## config.mk

```make
export PLATFORM = sky130hd
export DESIGN_NAME = amc_top
export DESIGN_NICKNAME = d
export VERILOG_FILES = /design/src/verilog/amc_pkg.sv /design/src/verilog/amc_top.sv
export SDC_FILE = /design/constraint.sdc
export NUM_CORES = 1
export LEC_CHECK = 0
export ABC_AREA = 1
export BUFFER_PORTS_ARGS = -buffer_cell sky130_fd_sc_hd__buf_2
export CORE_ASPECT_RATIO = 0.6
export CORE_MARGIN = 1.5
export CORE_UTILIZATION = 50
export CTS_BUF_LIST = sky130_fd_sc_hd__clkbuf_4
export DETAILED_ROUTE_END_ITERATION = 8
export GPL_ROUTABILITY_DRIVEN = 0
export PLACE_DENSITY = 0.78
export SLEW_MARGIN = 20
export SYNTH_ARGS = -nofsm -noshare
export SYNTH_HDL_FRONTEND = slang
export SYNTH_SLANG_ARGS = --single-unit
export TNS_END_PERCENT = 30
```

## constraint.sdc

```tcl
create_clock -name clk_in -period 3.15 [get_ports clk_in]
set_input_delay 0.1575 -clock clk_in [delete_from_list [all_inputs] [get_ports clk_in]]
set_output_delay 0.1575 -clock clk_in [all_outputs]
set_load 0.01 [all_outputs]
```

## src/verilog/amc_pkg.sv

```systemverilog
`default_nettype none
package amc_pkg;
  // ****************************************
  // timing counts, in master clocks
  // ****************************************
  localparam int unsigned SETTLE_CLOCKS = 32;
  localparam int unsigned CONV_CLOCKS   = 256;
  localparam int unsigned SAR_BITS      = 8;
  localparam int unsigned STEP_CLOCKS   = (CONV_CLOCKS - SETTLE_CLOCKS) / SAR_BITS;
  localparam logic [7:0]  SETTLE_LAST   = 8'(SETTLE_CLOCKS - 1);
  localparam logic [7:0]  STEP_LAST     = 8'(STEP_CLOCKS - 1);

  // ****************************************
  // register select and field positions
  // ****************************************
  localparam logic        SEL_RESULTS   = 1'b0;
  localparam logic        SEL_DISCRETE  = 1'b1;
  localparam int unsigned CTL_SC_BIT    = 7;
  localparam int unsigned CTL_DIR_BIT   = 6;
  localparam int unsigned STS_DONE_BIT  = 7;
  localparam int unsigned STS_BUSY_BIT  = 6;

  // ****************************************
  // reset values and the first trial code
  // ****************************************
  localparam logic [3:0]  CHAN_RESET    = 4'h0;
  localparam logic [7:0]  BYTE_ZERO     = 8'h00;
  localparam logic [7:0]  SAR_TOP       = 8'h80;

  // sequencer states
  typedef enum logic [1:0] {
    AMC_NOOP,
    AMC_SETTLE,
    AMC_CONVERT
  } amc_state_type;

  // host bus sample after the synchroniser
  typedef struct packed {
    logic       cs_n;
    logic       rd;
    logic       rsel;
    logic [7:0] data;
  } amc_bus_type;
endpackage
`default_nettype wire

```

## src/verilog/amc_top.sv

```systemverilog
`timescale 1ns/1ps
`default_nettype none
module amc_top
  import amc_pkg::*;
(
  // clock and reset
  input  wire logic       clk_in,
  input  wire logic       nrst_in,
  // host bus pins
  input  wire logic       cs_n_in,
  input  wire logic       rd_nwr_in,
  input  wire logic       register_select_line_in,
  input  wire logic [7:0] host_data_bus_in,
  output logic      [7:0] host_data_bus_out,
  output logic            host_data_bus_oe_out,
  // converter front end
  input  wire logic       comp_in,
  input  wire logic       neg_ge_pos_in,
  input  wire logic [5:0] dual_use_inputs_in,
  output logic      [3:0] chan_sel_out,
  output logic      [7:0] dac_code_out,
  output logic            settling_out,
  // peripheral port and status
  output logic      [7:0] port_data_out,
  output logic            port_oe_out,
  output logic            busy_out,
  output logic            done_out
);

  // ****************************************
  // pin synchronisers
  // ****************************************
  amc_bus_type   bus_meta_ff;
  amc_bus_type   bus_ff;
  logic [7:0]    ana_meta_ff;
  logic [7:0]    ana_ff;
  wire  [7:0]    ana_pins = {comp_in, neg_ge_pos_in, dual_use_inputs_in};

  // two flops on every pin; only the second one is read
  always_ff @(posedge clk_in or negedge nrst_in) begin
    if (!nrst_in) begin
      bus_meta_ff <= '{cs_n: 1'b1, rd: 1'b0, rsel: 1'b0, data: BYTE_ZERO};
      bus_ff      <= '{cs_n: 1'b1, rd: 1'b0, rsel: 1'b0, data: BYTE_ZERO};
      ana_meta_ff <= BYTE_ZERO;
      ana_ff      <= BYTE_ZERO;
    end else begin
      bus_meta_ff <= '{cs_n: cs_n_in, rd: rd_nwr_in, rsel: register_select_line_in,
                       data: host_data_bus_in};
      bus_ff      <= bus_meta_ff;
      ana_meta_ff <= ana_pins;
      ana_ff      <= ana_meta_ff;
    end
  end

  wire       comp_s     = ana_ff[7];
  wire       neg_ge_s   = ana_ff[6];
  wire [5:0] dual_use_s = ana_ff[5:0];

  // ****************************************
  // byte pointer and bus decode
  // ****************************************
  logic          lsb_ptr_ff;
  logic [7:0]    ctl_msb_ff;
  logic [3:0]    channel_ff;
  logic          dir_ff;
  logic          start_ff;
  logic          done_ff;
  logic          busy_ff;
  logic [7:0]    result_ff;

  wire bus_act    = !bus_ff.cs_n;
  wire wr_msb     = bus_act && !bus_ff.rd && !lsb_ptr_ff;
  wire wr_commit  = bus_act && !bus_ff.rd && lsb_ptr_ff;
  wire rd_act     = bus_act && bus_ff.rd;
  wire sc_written = wr_commit && bus_ff.data[CTL_SC_BIT];

  // read words; each one is live, no snapshot between bytes
  wire [15:0] results_word  = {done_ff, busy_ff, 6'h00, result_ff};
  wire [15:0] discrete_word = {2'h0, dual_use_s, 4'h0, channel_ff};
  wire [15:0] read_word     = (bus_ff.rsel == SEL_DISCRETE) ? discrete_word : results_word;
  wire [7:0]  read_byte     = lsb_ptr_ff ? read_word[7:0] : read_word[15:8];

  // pointer toggles per byte, falls back to msb once cs sits high a clock
  always_ff @(posedge clk_in or negedge nrst_in) begin
    if (!nrst_in) begin
      lsb_ptr_ff <= 1'b0;
    end else begin
      lsb_ptr_ff <= bus_act ? !lsb_ptr_ff : 1'b0;
    end
  end

  // control word: msb byte parked until the lsb byte commits it
  always_ff @(posedge clk_in or negedge nrst_in) begin
    if (!nrst_in) begin
      ctl_msb_ff    <= BYTE_ZERO;
      port_data_out <= BYTE_ZERO;
      channel_ff    <= CHAN_RESET;
      dir_ff        <= 1'b0;
    end else begin
      if (wr_msb) begin
        ctl_msb_ff <= bus_ff.data;
      end
      if (wr_commit) begin
        port_data_out <= ctl_msb_ff;
        channel_ff    <= bus_ff.data[3:0];
        dir_ff        <= bus_ff.data[CTL_DIR_BIT];
      end
    end
  end

  // read data is registered, so it leaves one clock after the byte is taken
  always_ff @(posedge clk_in or negedge nrst_in) begin
    if (!nrst_in) begin
      host_data_bus_out    <= BYTE_ZERO;
      host_data_bus_oe_out <= 1'b0;
    end else begin
      host_data_bus_out    <= rd_act ? read_byte : BYTE_ZERO;
      host_data_bus_oe_out <= rd_act;
    end
  end

  // ****************************************
  // conversion sequencer
  // ****************************************
  amc_state_type state_ff;
  amc_state_type nxt_state;
  logic [7:0]    cnt_ff;
  logic [7:0]    nxt_cnt;
  logic [7:0]    sar_ff;
  logic [7:0]    nxt_sar;
  logic [7:0]    mask_ff;
  logic [7:0]    nxt_mask;
  logic          finish;

  wire step_end  = (cnt_ff == STEP_LAST);
  wire last_step = mask_ff[0];
  // keep the trial bit when the input is at or above the trial level
  wire [7:0] decided = comp_s ? sar_ff : (sar_ff & ~mask_ff);

  always_comb begin
    nxt_state = state_ff;
    nxt_cnt   = cnt_ff + 8'h01;
    nxt_sar   = sar_ff;
    nxt_mask  = mask_ff;
    finish    = 1'b0;
    unique case (state_ff)
      AMC_NOOP: begin
        nxt_cnt = BYTE_ZERO;
      end
      AMC_SETTLE: begin
        if (cnt_ff == SETTLE_LAST) begin
          nxt_state = AMC_CONVERT;
          nxt_cnt   = BYTE_ZERO;
          nxt_sar   = SAR_TOP;
          nxt_mask  = SAR_TOP;
        end
      end
      AMC_CONVERT: begin
        if (step_end) begin
          nxt_cnt  = BYTE_ZERO;
          nxt_mask = mask_ff >> 1;
          nxt_sar  = decided | (mask_ff >> 1);
          if (last_step) begin
            nxt_state = AMC_NOOP;
            nxt_sar   = decided;
            finish    = 1'b1;
          end
        end
      end
    endcase
    // a fresh start wins over anything in flight
    if (start_ff) begin
      nxt_state = AMC_SETTLE;
      nxt_cnt   = BYTE_ZERO;
      nxt_sar   = BYTE_ZERO;
      nxt_mask  = BYTE_ZERO;
      finish    = 1'b0;
    end
  end

  always_ff @(posedge clk_in or negedge nrst_in) begin
    if (!nrst_in) begin
      state_ff     <= AMC_NOOP;
      cnt_ff       <= BYTE_ZERO;
      sar_ff       <= BYTE_ZERO;
      mask_ff      <= BYTE_ZERO;
      start_ff     <= 1'b0;
      busy_ff      <= 1'b0;
      settling_out <= 1'b0;
    end else begin
      state_ff     <= nxt_state;
      cnt_ff       <= nxt_cnt;
      sar_ff       <= nxt_sar;
      mask_ff      <= nxt_mask;
      start_ff     <= sc_written; // start bit clears itself once taken
      busy_ff      <= (nxt_state != AMC_NOOP);
      settling_out <= (nxt_state == AMC_SETTLE);
    end
  end

  // data register holds its value through reset by design
  always_ff @(posedge clk_in) begin
    if (finish) begin
      result_ff <= neg_ge_s ? BYTE_ZERO : decided;
    end
  end

  // finish delayed one clock, so status rises only after the result is stored
  logic fin_d_ff;

  always_ff @(posedge clk_in or negedge nrst_in) begin
    if (!nrst_in) begin
      fin_d_ff <= 1'b0;
    end else begin
      fin_d_ff <= finish;
    end
  end

  // status sticks through reads; set wins over a full control write
  always_ff @(posedge clk_in or negedge nrst_in) begin
    if (!nrst_in) begin
      done_ff <= 1'b0;
    end else begin
      done_ff <= fin_d_ff ? 1'b1 : (wr_commit ? 1'b0 : done_ff);
    end
  end

  // ****************************************
  // outputs
  // ****************************************
  assign chan_sel_out = channel_ff;
  assign dac_code_out = sar_ff;
  assign port_oe_out  = dir_ff;
  assign busy_out     = busy_ff;
  assign done_out     = done_ff;

endmodule
`default_nettype wire

```

==> results.py <==
metrics = {
    "clock_tree": {
        "postCtsSetupBuffers": 0,
        "ctsResizeCount": 0,
        "cts_root_buffer": "clkbuf_4",
        "cts_max_path_buffers": 2,
        "clkTransAtPathRegs_ns": 0.15,
        "tritoncts": "built",
        "insertion_delay_ns": 0.46,
        "htreeDepth": 3,
        "clkSinkCount": 108,
        "cts-buffers-inserted": 9,
    },
    "die": {
        "die_height_um": 72.6,
        "start_util": 0.514,
        "coreArea_um2": 7850,
        "io_pins": 54,
        "fp.dieArea_um2": 8640,
        "die_x_um": 119,
        "fp-row-count": 25,
    },
    "sta": {
        "hold_ws_ns": 0.237,
        "slew_violations": 0,
        "fin_ws_ns": 1.30,
        "post-route-period-util": 0.587,
        "worst_clock_skew_ns": 0.0190,
        "hold_viol": 0,
        "timing.fmax_ghz": 0.541,
        "fin_setup_tns_ns": 0,
        "rsz0062_at_grt": "no",
        "setup_violations": 0,
        "max_slew.worst_pin.slew_ns": 0.659,
        "finalCriticalPeriod_ns": 1.85,
        "slew_headroom": 0.560,
    },
    "critical_path": {
        "cp.arrival_ns": 2.23,
        "worst-path-buf-inv": 1,
        "crit_slowest_cell": "dfrtp_1",
        "cp-startpoint": "state_ff[0]",
        "critical_path_depth": 8,
        "crit_path_end": "mask_ff[4]",
        "r2r-end": "mask_ff[4]",
        "critical_path.max_fanout": 31,
        "r2r-start": "state_ff[0]",
        "r2r_setup_slack_ns": 1.30,
        "cp_common_cell": "nand2_2",
        "critPathTopFamily": "simple AND/OR/NAND/NOR gates",
        "slowest_delay_ns": 0.43,
        "end_kind": "flip-flop",
        "reg2reg_depth": 8,
        "path_class": "flip-flop to flip-flop",
        "cp_cell_sequence": "inv_1 > ha_1 > nand2_1 > nand2_2 > nand2_2 > nand2_4 > nand2_2 > o21ai_2",
        "cp-start-kind": "flip-flop",
        "required_ns": 3.54,
    },
    "drt": {
        "route.met2.wl_um": 3170,
        "firstDrtPassIters": 4,
        "drt-initial-drc-count": 201,
        "drc": 0,
        "routed_wl_um": 7470,
        "routedWlPerCell_um": 13.4,
        "met1_length_um": 3800,
        "avgViaCountPerCell": 4.78,
        "vias": 2664,
        "antenna_left": 0,
        "top_layer_used": "met4",
        "met3WireLength_um": 351,
    },
    "finish": {
        "syn_to_final_growth_pct": 17.3,
        "final_common_cell": "dfrtp_1",
        "stdcell_area_um2": 4740,
        "final_nets": 468,
        "fill_cells": 656,
        "fin_cells": 557,
        "reg.largest.list": "bus_ff (11), bus_meta_ff (11)",
        "mostFrequentLayoutCells": "dfrtp_1 (98), nand2_1 (74), buf_2 (52), inv_1 (33)",
        "antenna_cells": 0,
        "drive_gt1_frac": 0.252,
    },
    "placement": {
        "dp_hpwl_um": 5370,
        "port_buffers": 53,
        "pre_cts_ws_ns": 1.34,
        "dp_cells": 521,
        "dpl_cell_area_um2": 4400,
    },
    "logic_synthesis": {
        "synth_top_cell_by_area": "dfrtp_1",
        "postSynthCellCount": 368,
        "syn_avg_cell_area_um2": 11.0,
        "synthTopCellsByArea": "dfrtp_1 (61%), nand2_1 (6.9%), edfxtp_1 (5.9%)",
        "synth_seq_area_share": 0.680,
        "yosys.area_share.adder": 0.00930,
        "netlist_area_um2": 4040,
        "synth.distinct_cells": 29,
        "ys_seq_elements": 108,
        "synth_compound_area_frac": 0.0905,
        "synth_top_area_frac": 0.607,
        "yosysWarnings": 0,
        "synth_xor_area_frac": 0.00868,
        "yosys.area_share.simple": 0.158,
        "syn-num-nets": 392,
        "synth_top_family_by_area": "simple AND/OR/NAND/NOR gates",
        "synth_mux_area_frac": 0.00558,
    },
    "global_routing": {
        "antenna_found_initial": 0,
        "grt-ovfl-total": 0,
        "grt_max_degree": 51,
        "grt_pass1_wl_um": 12300,
        "grt_usage": 0.189,
        "grt_pass1_vias": 2513,
    },
    "pwr": {
        "vdd_ir_drop_max_uv": 282,
        "power.density_nw_per_um2": 579,
        "p_leak_nw": 2.27,
    },
    "min_path": {
        "worst_hold_path_type": "input pin to async pin",
    },
    "status": {
        "status": "completed",
    },
    "job": {
        "cap_violations": 0,
    },
}
==> cells in the mapped netlist <==
master / n
a21oi_2: 1
edfxtp_1: 8
dfrtp_1: 98
nand2_4: 1
buf_2: 2
a21o_1: 1
dfstp_2: 2
nor2_4: 1
buf_1: 1
inv_2: 1
clkbuf_1: 5
buf_6: 3
nor2_2: 1
mux2_2: 2
a211oi_1: 1
a21oi_1: 8
nand2_1: 74
nor3_1: 3
inv_1: 33
o21ai_2: 15
xor2_1: 4
nand2_2: 18
nand3_1: 15
nor2_1: 31
o21ai_0: 31
and3_1: 1
o21ai_1: 3
ha_1: 3
nand4_1: 1
==> where the power goes <==
group	total (W)	switching, W	internal [W]
Sequential	0.00159	0.0000685	0.00152
Clock	0.000690	0.000436	0.000253
Combinational	0.000466	0.000309	0.000157
Total	0.00274	0.000814	0.00193
==> worst min path at each step <==
stage | from | to | slack [ns] | depth (start not counted)
3_5_place_dp | nrst_in | mask_ff[0] | 0.21 | 1
6_report | nrst_in | bus_ff[2] | 0.24 | 2
4_1_cts | nrst_in | bus_meta_ff[1] | 0.25 | 2
2_1_floorplan | nrst_in | ana_ff[0] | -0.14 | 0
3_3_place_gp | nrst_in | ana_meta_ff[7] | 0.21 | 1
5_1_grt | nrst_in | mask_ff[1] | 0.28 | 2
==> final cells by class <==
class / count / area (um^2) / share of cell area
flip-flops and latches: 108 / 2750 / 0.580
repair buffers: 76 / 490 / 0.104
inverters: 34 / 128 / 0.0269
well taps: 108 / 135 / 0.0285
clock buffers: 10 / 75.1 / 0.0158
clock inverters: 6 / 65.1 / 0.0137
multi-input cells: 215 / 1100 / 0.232
==> cells by family (layout without fill, tap and decap cells) <==
| family | after synthesis | after routing |
|---|---|---|
| AO/OA/AOI/OAI | 60 | 60 |
| adder cells (fa/ha/maj) | 3 | 3 |
| buffers and inverters | 45 | 126 |
| AND/OR/NAND/NOR | 146 | 146 |
| multiplexers | 2 | 2 |
| flip-flops | 108 | 108 |
| XOR/XNOR | 4 | 4 |
==> repair_timing <==
action | CTS | global route
setup endpoints to repair | 0 | 0
hold buffers | 20 | 0
endpoints found under the hold margin | 66 | 0
==> worst reg2reg max path, delay by kind of cell (launching register included) <==
family                   cells  cell delay, ns
buffers and inverters        1            0.06
adder cells (fa/ha/maj)      1            0.39
AO/OA/AOI/OAI                1            0.09
AND/OR/NAND/NOR              5            0.81
flip-flops                   1            0.43
==> metrics by stage <==
step	util	power, W
after floorplan	-	0.00192
after global placement	0.560	0.00204
after detailed placement	0.560	0.00206
after CTS	0.603	0.00276
after global routing	0.603	0.00288
final	0.603	0.00274
==> layer usage <==
layer	up-vias	GRT usage
li1	1315	-
met5	-	0
met2	67	0.258
met3	16	0.0484
met4	0	0.0910
met1	1266	0.283
Power figures use the tool's default switching activity.
